--- src/verilog/spn_map.svh ---
/*
  Constants for the positioning NC settings block: timing, input bit
  positions, option bit positions and error codes.
  Assumes inclusion by the core module only; the package does not include it.
*/
`ifndef SPN_MAP_SVH
`define SPN_MAP_SVH

// Clock and ramp reference
`define SPN_CLK_HZ 27'h5F5E100
`define SPN_CLK_PERIOD_NS 10
`define SPN_REF_PPS 19'h7A120
`define SPN_RAMP_MS_MIN 11'h00A
`define SPN_RAMP_MS_MAX 11'h7D0
// Velocity steps per clock: reference velocity times clock period over 1 ms
`define SPN_RAMP_INC (3'((500000 * `SPN_CLK_PERIOD_NS) / 1000000))
`define SPN_RAMP_INC_S 3'h2
`define SPN_S_BAND_PPS 19'h061A8
`define SPN_S_LINEAR_HI 4'hA
`define SPN_VEL_MIN 19'h003E8

// Input polarity mask bit positions
`define SPN_IN_CW_BIT 0
`define SPN_IN_CCW_BIT 1
`define SPN_IN_EMG_BIT 5

// Option bit positions
`define SPN_OPT_SHARED_BIT 0
`define SPN_OPT_OFFSET_BIT 1
`define SPN_OPT_EMG_RST_BIT 3
`define SPN_OPT_REL_BIT 4
`define SPN_OPT_SVOFF_BIT 5
`define SPN_OPT_LIMTQ_BIT 6

// Error codes
`define SPN_ERR_NONE 8'h00
`define SPN_ERR_VEL_UNDEF 8'h34
`define SPN_ERR_EMG 8'h35
`define SPN_ERR_OVERFLOW 8'h3A

// Coordinate range
`define SPN_POS_MAX 32'sh3FFFFFFF
`define SPN_POS_MIN 32'shC0000000

`endif

--- src/verilog/spn_pkg.sv ---
/*
  Types for the positioning NC settings block: states, modes and the
  configuration, command, status and state carriers.
  Assumes nothing from spn_map.svh, which only the core includes.
*/
package spn_pkg;

  typedef enum logic [2:0] {
    ST_IDLE = 3'h1,
    ST_MOVE = 3'h2,
    ST_DECEL = 3'h4
  } spn_state_e;

  typedef enum logic [1:0] {
    MD_STEP = 2'h0,
    MD_JOG = 2'h1,
    MD_ORIGIN = 2'h2,
    MD_TEACH = 2'h3
  } spn_mode_e;

  typedef struct packed {
    logic [10:0] stepRampMs;
    logic [10:0] jogRampMs;
    logic [10:0] originRampMs;
    logic stepRampSet;
    logic jogRampSet;
    logic originRampSet;
    logic jogDir;
    logic originDir;
    logic pulseDir;
    logic [14:0] teachAmount;
    logic [3:0] sCurve;
    logic [12:0] inputMask;
    logic [6:0] optionWord;
    logic signed [31:0] originOffset;
  } spn_cfg_s;

  typedef struct packed {
    logic stepStart;
    logic stepAbsolute;
    logic signed [31:0] stepTarget;
    logic jogRun;
    logic jogReverse;
    logic originStart;
    logic teachPress;
    logic teachReverse;
    logic resetCmd;
    logic servoOn;
    logic homeSensor;
    logic [18:0] velPps;
    logic [12:0] rawInputs;
  } spn_cmd_s;

  typedef struct packed {
    logic [7:0] errCode;
    logic errActive;
    logic busy;
    logic signed [31:0] position;
    logic torqueInhibitCw;
    logic torqueInhibitCcw;
  } spn_status_s;

  typedef struct packed {
    spn_state_e st;
    spn_mode_e mode;
    logic [18:0] vel;
    logic [10:0] rampAcc;
    logic [26:0] phase;
    logic [31:0] remain;
    logic [31:0] accelCnt;
    logic bounded;
    logic dirPos;
    logic offsetPending;
    logic emgLatched;
    logic [6:0] opt;
    logic optTaken;
    logic pulse;
    logic dirPin;
    logic shared;
    logic done;
    spn_status_s status;
  } spn_state_s;

endpackage : spn_pkg

--- src/verilog/spn_nc_core.sv ---
/*
  Positioning NC core: ramped pulse generation for stepping, jogging,
  teaching and origin return, with polarity mask, option word and errors.
  Assumes synchronous inputs on mclk, command strobes one cycle wide,
  and the host keeping configuration stable while a move runs.
*/
// Contract
// Stepping ramp 10-2000 ms to 500 kpps
// Step with unset ramp raises error 52
// Separate jog and origin ramps, same behaviour
// Jog direction bit selects jog travel
// Origin direction bit selects search direction
// Pulse direction bit sets coordinate sign
// Teach key press moves configured pulse count
// S-curve 0 or 10 linear, else S
// Polarity mask inverts inputs, bit5 emergency
// Mask bits 0 and 1 invert limits
// Option word latched only at power reset
// Option bit0 picks decel or finished output
// Option bit selects travel to origin offset
// Host keeps reserved option bit cleared
// Option bit3 allows command emergency recovery
// Option bit selects relative-only, no overflow
// Option bit selects servo-off reset or hold
// Option bit selects limit torque handling
// Options at bits 1,4,5,6; bit2 reserved
// Constant ramp rate equal both directions
`include "spn_map.svh"

module spn_nc_core (
  input wire logic mclk,
  input wire logic resetn,
  input wire spn_pkg::spn_cfg_s cfg,
  input wire spn_pkg::spn_cmd_s cmd,
  output logic pulseOut,
  output logic dirOut,
  output logic sharedOut,
  output spn_pkg::spn_status_s status
);

  ////////////////////////////////////////////////////////////////////////
  // Helpers

  function automatic logic [10:0] selRamp(input spn_pkg::spn_mode_e md,
                                          input spn_pkg::spn_cfg_s c);
    logic [10:0] r;
    case (md)
      spn_pkg::MD_STEP: r = c.stepRampMs;
      spn_pkg::MD_ORIGIN: r = c.originRampMs;
      default: r = c.jogRampMs;
    endcase
    // Out-of-range times are clamped rather than trusted
    if (r < `SPN_RAMP_MS_MIN) begin
      r = `SPN_RAMP_MS_MIN;
    end else if (r > `SPN_RAMP_MS_MAX) begin
      r = `SPN_RAMP_MS_MAX;
    end
    return r;
  endfunction : selRamp

  function automatic logic [31:0] magOf(input logic signed [31:0] v);
    return v[31] ? 32'(-v) : 32'(v);
  endfunction : magOf

  ////////////////////////////////////////////////////////////////////////
  // State

  spn_pkg::spn_state_s s_q;
  spn_pkg::spn_state_s s_d;

  logic [12:0] inEff;
  logic cwLim;
  logic ccwLim;
  logic emergency_stop_input;
  logic [10:0] rampMs;
  logic [18:0] velTarget;
  logic [18:0] sBand;
  logic sShaped;
  logic [2:0] inc;
  logic [11:0] accSum;
  logic [27:0] phaseSum;
  logic blocked;
  logic emit;
  logic signed [31:0] posNext;
  logic signed [31:0] delta;
  logic startOk;
  logic rampSet;

  always_comb begin
    s_d = s_q;
    s_d.pulse = 1'b0;
    inEff = cmd.rawInputs ^ cfg.inputMask;
    cwLim = inEff[`SPN_IN_CW_BIT];
    ccwLim = inEff[`SPN_IN_CCW_BIT];
    emergency_stop_input = inEff[`SPN_IN_EMG_BIT];
    rampMs = selRamp(s_q.mode, cfg);
    velTarget = (cmd.velPps > `SPN_REF_PPS) ? `SPN_REF_PPS : cmd.velPps;
    if (velTarget < `SPN_VEL_MIN) begin
      velTarget = `SPN_VEL_MIN;
    end
    sBand = 19'(cfg.sCurve * `SPN_S_BAND_PPS);
    // Zero and full scale both mean a straight ramp
    sShaped = (cfg.sCurve != 4'h0) && (cfg.sCurve < `SPN_S_LINEAR_HI);
    inc = `SPN_RAMP_INC;
    if (sShaped && ((s_q.vel < sBand) || ((velTarget - s_q.vel) < sBand))) begin
      inc = `SPN_RAMP_INC_S;
    end
    accSum = {1'b0, s_q.rampAcc} + 12'(inc);
    phaseSum = {1'b0, s_q.phase} + 28'(s_q.vel);
    blocked = s_q.dirPos ? cwLim : ccwLim;
    emit = 1'b0;
    posNext = s_q.status.position;
    delta = 32'sh00000000;
    startOk = 1'b0;
    rampSet = 1'b0;

    // Option word is caught once after power reset only
    if (!s_q.optTaken) begin
      s_d.opt = cfg.optionWord;
      s_d.optTaken = 1'b1;
    end

    s_d.status.torqueInhibitCw = cwLim & ~s_q.opt[`SPN_OPT_LIMTQ_BIT];
    s_d.status.torqueInhibitCcw = ccwLim & ~s_q.opt[`SPN_OPT_LIMTQ_BIT];

    ////////////////////////////////////////////////////////////////////
    // Error clearing, then setting, so a fresh event wins

    if (cmd.resetCmd && (!s_q.emgLatched || s_q.opt[`SPN_OPT_EMG_RST_BIT])) begin
      // Latched emergency needs the command-recovery option
      s_d.status.errActive = 1'b0;
      s_d.status.errCode = `SPN_ERR_NONE;
      s_d.emgLatched = 1'b0;
    end

    if (emergency_stop_input) begin
      s_d.emgLatched = 1'b1;
      s_d.status.errActive = 1'b1;
      s_d.status.errCode = `SPN_ERR_EMG;
      s_d.st = spn_pkg::ST_IDLE;
      s_d.vel = 19'h00000;
      s_d.offsetPending = 1'b0;
    end else if (!cmd.servoOn) begin
      if (!s_q.opt[`SPN_OPT_SVOFF_BIT]) begin
        s_d.st = spn_pkg::ST_IDLE;
        s_d.vel = 19'h00000;
        s_d.rampAcc = 11'h000;
        s_d.offsetPending = 1'b0;
      end
      // Hold mode: every motion field simply keeps its value
    end else if (s_q.optTaken) begin
      case (s_q.st)
        spn_pkg::ST_IDLE: begin
          s_d.rampAcc = 11'h000;
          s_d.phase = 27'h0000000;
          s_d.accelCnt = 32'h00000000;
          if (s_q.status.errActive) begin
            startOk = 1'b0;
          end else if (s_q.offsetPending) begin
            s_d.offsetPending = 1'b0;
            s_d.mode = spn_pkg::MD_ORIGIN;
            s_d.bounded = 1'b1;
            s_d.dirPos = ~cfg.originOffset[31];
            s_d.remain = magOf(cfg.originOffset);
            rampSet = cfg.originRampSet;
            startOk = 1'b1;
          end else if (cmd.stepStart) begin
            s_d.mode = spn_pkg::MD_STEP;
            s_d.bounded = 1'b1;
            // Absolute targets only when relative-only mode is off
            if (cmd.stepAbsolute && !s_q.opt[`SPN_OPT_REL_BIT]) begin
              delta = cmd.stepTarget - s_q.status.position;
            end else begin
              delta = cmd.stepTarget;
            end
            s_d.dirPos = ~delta[31];
            s_d.remain = magOf(delta);
            rampSet = cfg.stepRampSet;
            startOk = 1'b1;
          end else if (cmd.jogRun) begin
            s_d.mode = spn_pkg::MD_JOG;
            s_d.bounded = 1'b0;
            s_d.dirPos = ~(cmd.jogReverse ^ cfg.jogDir);
            rampSet = cfg.jogRampSet;
            startOk = 1'b1;
          end else if (cmd.originStart) begin
            s_d.mode = spn_pkg::MD_ORIGIN;
            s_d.bounded = 1'b0;
            s_d.dirPos = ~cfg.originDir;
            rampSet = cfg.originRampSet;
            startOk = 1'b1;
          end else if (cmd.teachPress) begin
            s_d.mode = spn_pkg::MD_TEACH;
            s_d.bounded = 1'b1;
            s_d.dirPos = ~(cmd.teachReverse ^ cfg.jogDir);
            s_d.remain = {17'h00000, cfg.teachAmount};
            rampSet = cfg.jogRampSet;
            startOk = 1'b1;
          end
          if (startOk && !rampSet) begin
            s_d.status.errActive = 1'b1;
            s_d.status.errCode = `SPN_ERR_VEL_UNDEF;
          end else if (startOk) begin
            s_d.st = spn_pkg::ST_MOVE;
            s_d.done = 1'b0;
            s_d.vel = 19'h00000;
          end
        end
        spn_pkg::ST_MOVE, spn_pkg::ST_DECEL: begin
          // Fixed velocity step per ramp-time threshold: equal slopes
          if (accSum >= {1'b0, rampMs}) begin
            s_d.rampAcc = 11'(accSum - {1'b0, rampMs});
            if (s_q.st == spn_pkg::ST_MOVE && s_q.vel < velTarget) begin
              s_d.vel = s_q.vel + 19'h00001;
            end else if (s_q.st == spn_pkg::ST_DECEL) begin
              // Bounded moves creep at a floor speed to land exactly
              if (!s_q.bounded || s_q.vel > `SPN_VEL_MIN) begin
                s_d.vel = (s_q.vel == 19'h00000) ? 19'h00000 : s_q.vel - 19'h00001;
              end
            end
          end else begin
            s_d.rampAcc = accSum[10:0];
          end

          if (phaseSum >= {1'b0, `SPN_CLK_HZ}) begin
            s_d.phase = 27'(phaseSum - {1'b0, `SPN_CLK_HZ});
            emit = ~blocked && (!s_q.bounded || s_q.remain != 32'h00000000);
          end else begin
            s_d.phase = phaseSum[26:0];
          end

          if (emit) begin
            posNext = s_q.dirPos ? s_q.status.position + 32'sh00000001
                                 : s_q.status.position - 32'sh00000001;
            if (!s_q.opt[`SPN_OPT_REL_BIT] &&
                (posNext > `SPN_POS_MAX || posNext < `SPN_POS_MIN)) begin
              s_d.status.errActive = 1'b1;
              s_d.status.errCode = `SPN_ERR_OVERFLOW;
              s_d.st = spn_pkg::ST_IDLE;
              s_d.vel = 19'h00000;
            end else begin
              s_d.pulse = 1'b1;
              s_d.status.position = posNext;
              if (s_q.bounded) begin
                s_d.remain = s_q.remain - 32'h00000001;
              end
              if (s_q.st == spn_pkg::ST_MOVE && s_q.vel < velTarget) begin
                s_d.accelCnt = s_q.accelCnt + 32'h00000001;
              end
            end
          end

          if (s_q.st == spn_pkg::ST_MOVE) begin
            // Symmetric ramp: brake once remaining is no more than pulses spent rising
            if ((s_q.bounded && s_q.remain <= s_q.accelCnt) ||
                (s_q.mode == spn_pkg::MD_JOG && !cmd.jogRun) ||
                (s_q.mode == spn_pkg::MD_ORIGIN && !s_q.bounded && cmd.homeSensor)) begin
              s_d.st = spn_pkg::ST_DECEL;
            end
          end else if ((s_q.bounded && s_q.remain == 32'h00000000) ||
                       (!s_q.bounded && s_q.vel == 19'h00000)) begin
            s_d.st = spn_pkg::ST_IDLE;
            s_d.vel = 19'h00000;
            s_d.done = 1'b1;
            if (s_q.mode == spn_pkg::MD_ORIGIN && !s_q.bounded) begin
              s_d.status.position = 32'sh00000000;
              s_d.offsetPending = s_q.opt[`SPN_OPT_OFFSET_BIT];
              s_d.done = ~s_q.opt[`SPN_OPT_OFFSET_BIT];
            end
          end
        end
        default: begin
          s_d.st = spn_pkg::ST_IDLE;
        end
      endcase
    end

    s_d.dirPin = s_d.dirPos ^ cfg.pulseDir;
    s_d.shared = s_q.opt[`SPN_OPT_SHARED_BIT] ? s_d.done
                                              : (s_d.st == spn_pkg::ST_DECEL);
    s_d.status.busy = (s_d.st != spn_pkg::ST_IDLE) || s_d.offsetPending;
  end

  ////////////////////////////////////////////////////////////////////////
  // Registers

  always_ff @(posedge mclk or negedge resetn) begin
    if (!resetn) begin
      s_q <= '0;
      s_q.st <= spn_pkg::ST_IDLE;
    end else begin
      s_q <= s_d;
    end
  end

  assign pulseOut = s_q.pulse;
  assign dirOut = s_q.dirPin;
  assign sharedOut = s_q.shared;
  assign status = s_q.status;

endmodule : spn_nc_core

--- config.mk ---
export PLATFORM = sky130hd
export DESIGN_NAME = spn_nc_core
export DESIGN_NICKNAME = d
export VERILOG_FILES = /design/src/verilog/spn_pkg.sv /design/src/verilog/spn_nc_core.sv
export VERILOG_INCLUDE_DIRS = /design/src /design/src/verilog
export SDC_FILE = /design/constraint.sdc
export NUM_CORES = 1
export LEC_CHECK = 0
export ABC_AREA = 1
export BUFFER_PORTS_ARGS = -buffer_cell sky130_fd_sc_hd__buf_2
export CORE_UTILIZATION = 56
export DETAILED_ROUTE_END_ITERATION = 6
export HOLD_SLACK_MARGIN = 0.08
export PLACE_DENSITY = 0.76
export SYNTH_ARGS = -nofsm -noshare
export SYNTH_HDL_FRONTEND = slang
export SYNTH_SLANG_ARGS = --single-unit
--- constraint.sdc ---
create_clock -name mclk -period 7.6 [get_ports mclk]
set_input_delay 0.38 -clock mclk [delete_from_list [all_inputs] [get_ports mclk]]
set_output_delay 0.38 -clock mclk [all_outputs]
set_load 0.02 [all_outputs]
==> results of run 1 <==
## cells in the final DEF, fill, tap and decap left out, types with 26 or more instances in the layout
cell type / count
sky130_fd_sc_hd__o22ai_1: 26
sky130_fd_sc_hd__xnor2_1: 27
sky130_fd_sc_hd__o21ai_0: 270
sky130_fd_sc_hd__or2_2: 30
sky130_fd_sc_hd__xor2_1: 113
sky130_fd_sc_hd__a21oi_1: 259
sky130_fd_sc_hd__inv_1: 525
sky130_fd_sc_hd__dfrtp_1: 184
sky130_fd_sc_hd__buf_2: 210
sky130_fd_sc_hd__nand3_1: 244
sky130_fd_sc_hd__ha_1: 202
sky130_fd_sc_hd__nor2_1: 361
sky130_fd_sc_hd__buf_4: 96
sky130_fd_sc_hd__o31ai_1: 28
sky130_fd_sc_hd__nand4_1: 70
sky130_fd_sc_hd__nor3_1: 90
sky130_fd_sc_hd__nand2_1: 969
## layer usage
layer / wire length, µm / GRT usage (%)
met1: 33600 / 48.0
met2: 32300 / 52.8
met3: 6050 / 5.47
met4: 2890 / 13.7
met5: 43 / 0
## power groups by stage
| stage | sequential, mW | combinational, mW | clock (mW) |
|---|---|---|---|
| after floorplan | 1.22 | 1.77 | 0 |
| after global placement | 1.26 | 2.38 | 0 |
| after detailed placement | 1.26 | 2.41 | 0 |
| after CTS | 1.24 | 2.43 | 0.964 |
| after global routing | 1.26 | 2.81 | 1.00 |
| final | 1.25 | 2.48 | 0.960 |
## sequential cells by signal (all words and copies together) (netlist names)
register	cells
s_q	138
status	44
dirOut	1
pulseOut	1
sharedOut	1
## path summary, 6_finish.rpt
check | end | cells past startpoint | slack [ns] | start
worst max-delay path | s_q[160] | 50 | 0.41 | cmd[15]
worst min-delay path | s_q[63] | 1 | 0.02 | resetn
worst max register to register | s_q[160] | 34 | 0.99 | s_q[173]
worst min register to register | status[1] | 1 | 0.44 | s_q[55]
max in group asynchronous | s_q[161] | 2 | 5.95 | resetn
min in group mclk | s_q[53] | 3 | 0.15 | cfg[36]
## timing repair
item | 4_1_cts | 5_1_grt
buffers inserted | 0 | 4
hold buffers | 1 | 0
gates cloned | 0 | 1
gates resized for setup | 1 | 37
endpoints found under the setup margin | 9 | 30
hold endpoints to repair | 1 | 0
pin swaps | 0 | 8
## final cells by class
class                      count  area [µm²]
antenna                       12        30.0
multi-input combinational   2958       16300
fill                        4054       15000
timing repair buffer         311        1860
inverter                     545        2050
clock inverter                15         184
tap                          532         666
sequential                   185        4630
clock buffer                  17         425
## critical path, delay by kind of cell
family | cells | cell delay [ns]
compound gates | 16 | 2.53
xor+xnor | 2 | 0.40
fa+ha+maj | 4 | 1.20
buf+inv | 11 | 1.15
simple gates | 17 | 1.85
## per-stage QoR
step / utilization, % / total power [mW] / TNS, ns / instance area (µm²)
2_1_floorplan: - / 2.99 / 0 / 23600
6_report: 63.6 / 4.69 / 0 / 26100
3_5_place_dp: 61.5 / 3.67 / -11.69 / 25300
5_1_grt: 63.5 / 5.07 / -1.56 / 26100
3_3_place_gp: 61.5 / 3.64 / -5.61 / 25300
4_1_cts: 63.0 / 4.64 / 0 / 25900
## cells by family (layout without fill, tap and decap cells)
kind of cell | Yosys count | in the layout
and+or+nand+nor | 1847 | 1847
other | 1 | 13
buffers and inverters | 676 | 888
adders and majority gates | 210 | 210
xor gates and xnor gates | 143 | 143
DFF | 185 | 185
muxes | 1 | 1
AOI/OAI and AO/OA | 756 | 756
==> metrics list, run 1 <==
- Run status: finished with violations
- Failing checks: design-rule violations
- Fraction of layout cells with a size suffix above 1: around 11%
- Syn. warnings: 0
- By area the synthesized netlist is led by sky130_fd_sc_hd__dfrtp_1 (20%), sky130_fd_sc_hd__nand2_1 (15%), sky130_fd_sc_hd__ha_1 (11%).
- The clock network is responsible for 20.5% of the overall power.
- After synthesis, the largest family of logic cells by area is simple AND/OR/NAND/NOR gates.
- XOR/XNOR share of the synthesized area: 5.35%
- The via count of the first global-routing pass is roughly 23000.
* Cell with the largest stage delay on the worst path: sky130_fd_sc_hd__a21oi_2
* Endpoint required time on the critical path: about 8 ns
- Largest stage delay, worst path: 0.33 ns
- Top cell type's share of synthesized area: 19.6%
- The cell that appears most often on the critical path is sky130_fd_sc_hd__inv_1.
- Net count of the finished layout: ~4400
* Post-synthesis sequential area ratio: 19.7%
- Worst-margin pin slew: 1.25 ns
- Core Area: 41100 µm²
- Summed over all nets, the switching power comes to ~2.2 mW.
- The floorplan step set the die height to 207 µm.
- Yosys mapped a number of flops with a built-in enable equal to 0.
- Starting density of the core: 57.3%
- Between clock sinks in the finished design, the worst skew comes to about 0.016 ns.
* Hold WC Path Type: in2async
- The number of slew-limit violations in the final report was 0.
- Max-Cap Viols: 0
- Summing the areas of all compound-gate instances in the mapped netlist gives between 10% and 20% of the synthesized area.
- Once placement completed, the tool counted placed cells totaling between 4000 and 5000.
* Cell row count: 74
* Final count of negative-setup-slack endpoints: 0
* Sw Ratio: 46.0%
* Most used flip-flop cell after synthesis: sky130_fd_sc_hd__dfrtp_1
- Of the post-synthesis cell area, the part taken by muxes is 0.0425%.
- The first routing iteration left ~2200 violations.
- Final hold violations: 0
- Internal power comes to 2.53 mW.
- The tree is rooted in a sky130_fd_sc_hd__clkbuf_16.
* Number of antenna violations at the first check in global routing: 12
- The floorplan step defined a die boundary enclosing 42900 µm².
- After synthesis, the share of flip-flops with an asynchronous set or reset is 100%.
- The congestion estimate from routability-driven global placement came to 0.994.
- CTS tree: yes
- In this run the worst path has a maximum fanout of 20.
- The cell count after synthesis came out at 3819.
- Combinational cells account for 53.0% of the total power.
- Summing every instance area after synthesis gives 23500 µm².
- Final hold analysis gives a worst-case slack of 0.0235 ns.
- Dividing the detail-routed via count by the number of cells gives about 5.6.
* Cell variety after synth: 70
* Layout-stage area growth over the synthesis result: 11.0%
- Avg Cell Area, Syn: 6.17 µm²
- DP Worst Slack: -0.523 ns
- Static timing analysis puts the maximum clock frequency at 139 MHz.
* Crit path time final: 7.19 ns
* Clock transition time at the flip-flop clock pins of the worst setup and hold paths: 0.08 ns
* Clock latency at the later pin of the worst-skew pair: 0.47 ns
* Post-route DRC violation count: 4
- The die is 207 µm wide.
- Global routing finished with a remaining overflow of 0.
* Category of the worst setup path capture point: flop
- Total vias in the final route: 25763
- The first detailed-routing pass ran for 7 iterations.
- Arrival time reported for the critical path endpoint: 7.56 ns
* Leakage power figure: 13.4 nW
- The worst-case IR drop observed on VDD is 0.217 mV.
- The biggest area contributor in the post-synthesis netlist is sky130_fd_sc_hd__dfrtp_1.
- The first global-routing pass estimated 119000 µm of wire.
* Flops & latches, synth: roughly 190
- Number of nets produced by synthesis: 4215
* I/O pin total: 233
- Dividing the final minimum period by the clock period gives 94.6%.
- Worst-case headroom to the max-slew limit: 16.5%
- Sequential cells burn 26.6% of the power.
- In the synthesized netlist, the cells that appear most often are sky130_fd_sc_hd__nand2_1 (970), sky130_fd_sc_hd__inv_1 (526), sky130_fd_sc_hd__nor2_1 (364), sky130_fd_sc_hd__o21ai_0 (277), sky130_fd_sc_hd__a21oi_1 (268).
- In this run the power density over the cells is 179 nW/µm².
- Largest net degree at the start of global routing: approximately 110
- Summed over all layers, the routed wires come to 74900 µm.
- Simple-gate share of the synthesized area: 33.5%
- Max clock buf depth: 2
- Adder-cell share of the synthesized area: 11.3%
* Post-DP HPWL: 58800 µm
- Once detail routing completed, the nets flagged for antenna violations numbered 0.
- In the global route stage, overall resource usage came out at 34.3%.
* Critical path launch point type: input port
- Non-Filler Instances: 4575
- The critical path is of the in2reg type.
- TritonCTS created 17 clock buffers.
- After detailed routing, the average wire length per cell comes to roughly 16 µm.
- Input and output buffers added on the ports amount to 211.
* Most frequently used cell type in the post-synthesis netlist: sky130_fd_sc_hd__nand2_1
* Clock sink count: 185
* H-tree depth: 4
* Slack of the critical path: a little over 0.4 ns
No activity file was read; power rests on OpenSTA's default activity.
==> run 2, diff against run 1 <==
--- a/config.mk
+++ b/config.mk
@@ -8,10 +8,10 @@
 export LEC_CHECK = 0
 export ABC_AREA = 1
 export BUFFER_PORTS_ARGS = -buffer_cell sky130_fd_sc_hd__buf_2
-export CORE_UTILIZATION = 56
+export CORE_UTILIZATION = 45
 export DETAILED_ROUTE_END_ITERATION = 6
 export HOLD_SLACK_MARGIN = 0.08
-export PLACE_DENSITY = 0.76
+export PLACE_DENSITY = 0.63
 export SYNTH_ARGS = -nofsm -noshare
 export SYNTH_HDL_FRONTEND = slang
 export SYNTH_SLANG_ARGS = --single-unit
==> run 2 against run 1 <==
  * Via count down 0.97%
  * Largest power group unchanged
  * Final cell count up 3.6%
  * The flow now finishes without violations
  * Flip-flop and latch count unchanged
  * Combinational power about the same
  * Largest cell class unchanged
  * Routed wire length up 5.6%
  * Final area up 1.5%
  * Critical endpoint unchanged
==> metrics list, run 2 (synthesis results as in run 1) <==
* Starting density of the core: 45.7% (was 57.3%)
- Highest-utilization routing layer at the global route stage: met2 (unchanged)
- The number of slew-limit violations in the final report is 0 (unchanged).
- Cell with the largest stage delay on the worst path: sky130_fd_sc_hd__ha_1 (was sky130_fd_sc_hd__a21oi_2)
- The total via count after detailed routing is 25514 (was 25763).
- The routability congestion estimate was 0.981 (was 0.994).
- Horizontal die dimension: 231 µm (was 207 µm)
* Min-Delay Startpoint: cfg[37]
- Summed area of non-filler cells in the final layout: 26500 µm² (was 26100 µm²)
* Internal reg-to-reg setup slack: 1.06 ns (was 0.99 ns)
- The HPWL after detailed placement is 62800 µm (was 58800 µm).
- Worst Hold Slack: 0.139 ns (was 0.0235 ns)
- The final count of hold timing violations is 0 (unchanged).
- Overflow left after global routing: 0 (unchanged)
* Clock transition time at the flip-flop clock pins of the worst setup and hold paths: 0.09 ns (was 0.08 ns)
* Placed cell areas: 25500 µm² (was 25300 µm²)
- The pin count of the biggest net entering global routing was 81 (was 114).
- The number of antenna violations at the first check in global routing is 16 (was 12).
- Leading cell types in the layout, fill and taps excluded: sky130_fd_sc_hd__nand2_1 (966), sky130_fd_sc_hd__inv_1 (523), sky130_fd_sc_hd__nor2_1 (358) (was sky130_fd_sc_hd__nand2_1 (969), sky130_fd_sc_hd__inv_1 (525), sky130_fd_sc_hd__nor2_1 (361)).
- Run status: finished clean (was finished with violations)
- The fraction of the core area covered by cells at the end of the flow was 51.5% (was 63.6%).
* Net count of the finished layout: 4431 (was 4414)
- The register with the highest flop count was s_q (unchanged).
- The sort of element at the end of the critical path is a flop (unchanged).
- The final critical-path share of the clock period was 93.4% (was 94.6%).
- Max Fclk: 141 MHz (was 139 MHz)
* Endpoint required time on the critical path: 7.98 ns (was 7.96 ns)
- The number of flip-flops under the largest register name was 138 (unchanged).
- Overall die height: 231 µm (was 207 µm)
* H-tree depth: 4 (unchanged)
- Via count of the first global-routing pass: 23147 (was 23326)
- Routed Antenna Nets: 0 (unchanged)
- Total power divided by cell area: 176 nW/µm² (was 179 nW/µm²)
- Multi-input combinational cell area: 16400 µm² (was 16300 µm²)
* Met3 track demand over resource in global routing: 6.04% (was 5.47%)
- The per-cell via count in the routed design was 5.38 (was 5.63).
- The class of the tightest hold or removal check is in2reg (was in2async).
- The classification of the worst setup path is in2reg (unchanged).
- Post-route DRC violation count: 0 (was 4)
* Commonest non-fill, non-tap cell in the layout: sky130_fd_sc_hd__nand2_1 (unchanged)
- 1st-iter DRT viols: 2011 (was 2177)
- The least setup slack across all paths after layout was 0.505 ns (was 0.409 ns).
- The count of boundary I/O pins is 233 (unchanged).
- Critical path launch point type: input port (unchanged)
* Leakage power figure: 13.5 nW (was 13.4 nW)
- The global-route wire length before repair is 124000 µm (was 119000 µm).
- Number of cells after detailed placement: 4680 (was 4525)
* Reg area: 4630 µm² (unchanged)
* Hold Path Sink: s_q[54]
- The fraction of final layout cells with drive strength greater than 1 was 11.9% (was 11.3%).
- The port buffer count was 211 (unchanged).
- The dominant cell type by count on the critical path was sky130_fd_sc_hd__buf_4 (was sky130_fd_sc_hd__inv_1).
- Total Power: 4.68 mW (was 4.69 mW)
- The number of iterations in the first detailed-routing pass is 5 (was 7).
* Crit path time final: 7.10 ns (was 7.19 ns)
- The standard-cell row count came to 83 (was 74).
* GR Layer Usage met2: 44.0% (was 52.8%)
- Arrival time reported for the critical path endpoint: 7.48 ns (was 7.56 ns)
- The total wirelength of the detailed-routed design came to 79100 µm (was 74900 µm).
- Worst r2r src: s_q[167] (was s_q[173])
- Fillers: 5485 (was 4054)
- The final-report setup violation count was 0 (unchanged).
- The endpoint of the lowest-slack register-to-register path was s_q[160] (unchanged).
- The setup slack after placement was -0.278 ns (was -0.523 ns).
- Largest stage delay, worst path: 0.32 ns (was 0.33 ns)
- The number of buffers created by CTS is 17 (unchanged).
- The buffer depth of the longest clock path came to 2 (unchanged).
- Layout-stage area growth over the synthesis result: 12.6% (was 11.0%)
- CTS tree: yes (unchanged)
- The met1 track utilization from global routing came to 41.5% (was 48.0%).
* Clock latency at the later pin of the worst-skew pair: 0.49 ns (was 0.47 ns)
* Worst-case headroom to the max-slew limit: 39.8% (was 16.5%)
- CP Max Fanout: 6 (was 20)
- Total Routing Usage GR: 29.4% (was 34.3%)
- Avg WL per Cell: 16.7 µm (was 16.4 µm)
- The full die area came to 53200 µm² (was 42900 µm²).
- The placeable core region is 51500 µm² (was 41100 µm²).
- The depth of the most critical reg-to-reg path was 37 (was 34).
- Hold Path Stages: 3
- The root buffer selected by CTS is sky130_fd_sc_hd__clkbuf_16 (unchanged).
- The TritonCTS sink count is 185 (unchanged).
- The summed negative setup slack over all endpoints came to 0 ns (unchanged).
- The slew at the pin closest to its max-slew limit is 0.895 ns (was 1.25 ns).
- The final standard cell count with taps included and fillers excluded came to 4741 (was 4575).
- The clock skew was 0.0176 ns (was 0.0157 ns).
- Max-Cap Viols: 0 (unchanged)
- The largest voltage drop on the vdd net was 0.178 mV (was 0.217 mV).
## run 2: cell types whose count changed in the layout (fill, tap and decap cells not counted), moves of 3 or more
| cell | previous run | this run |
|---|---|---|
| sky130_fd_sc_hd__a21oi_1 | 259 | 262 |
| sky130_fd_sc_hd__buf_4 | 96 | 109 |
| sky130_fd_sc_hd__clkinv_8 | 1 | 5 |
| sky130_fd_sc_hd__clkinvlp_4 | 4 | 0 |
| sky130_fd_sc_hd__nand2_1 | 969 | 966 |
| sky130_fd_sc_hd__nand2_2 | 11 | 15 |
| sky130_fd_sc_hd__nor2_1 | 361 | 358 |
| sky130_fd_sc_hd__nor2_2 | 9 | 12 |
| sky130_fd_sc_hd__o21ai_1 | 21 | 25 |
| sky130_fd_sc_hd__o21ai_2 | 5 | 2 |
## run 2: metal layers
| metal | up-vias | wire (µm) |
|---|---|---|
| met1 | 11541 | 37100 |
| met3 | 116 | 5990 |
| met5 | - | 37 |
| li1 | 13092 | - |
| met4 | 6 | 2660 |
| met2 | 759 | 33300 |
## run 2: worst max-delay path, delay by kind of cell
| kind | cells | cell delay, ns |
|---|---|---|
| and+or+nand+nor | 12 | 1.46 |
| xor gates and xnor gates | 2 | 0.41 |
| buffers and inverters | 13 | 1.44 |
| adders and majority gates | 5 | 1.25 |
| AOI/OAI and AO/OA | 16 | 2.50 |
## run 2: timing repair
action / 4_1_cts / 5_1_grt
resized for setup: 0 / 51
setup endpoints to repair: 0 / 30
hold buffers: 3 / 0
buffers inserted: 0 / 10
hold endpoints to repair: 81 / 0
## run 2: cell type report
cell class                 instances  share of cell area [%]
clock inverter                    15                   0.660
inverter                         545                    7.73
sequential                       185                    17.5
tap                              680                    3.21
timing repair buffer             328                    7.55
clock buffer                      17                    1.60
multi-input combinational       2958                    61.7
antenna                           13                   0.123
## run 2: power by group
| group | switching [mW] | internal (mW) | total [mW] |
|---|---|---|---|
| Combinational | 1.55 | 0.939 | 2.48 |
| Clock | 0.504 | 0.444 | 0.948 |
| Sequential | 0.147 | 1.10 | 1.25 |
## run 2: worst max path at each step
stage / endpoint / cells past startpoint / start / slack [ns]
2_1_floorplan: s_q[174] / 47 / cmd[15] / 0.05
3_3_place_gp: s_q[176] / 48 / cmd[15] / -0.15
3_5_place_dp: s_q[176] / 48 / cmd[15] / -0.28
4_1_cts: s_q[176] / 48 / cmd[15] / 0.21
5_1_grt: s_q[169] / 52 / cmd[15] / -0.09
6_report: s_q[160] / 48 / cmd[15] / 0.50
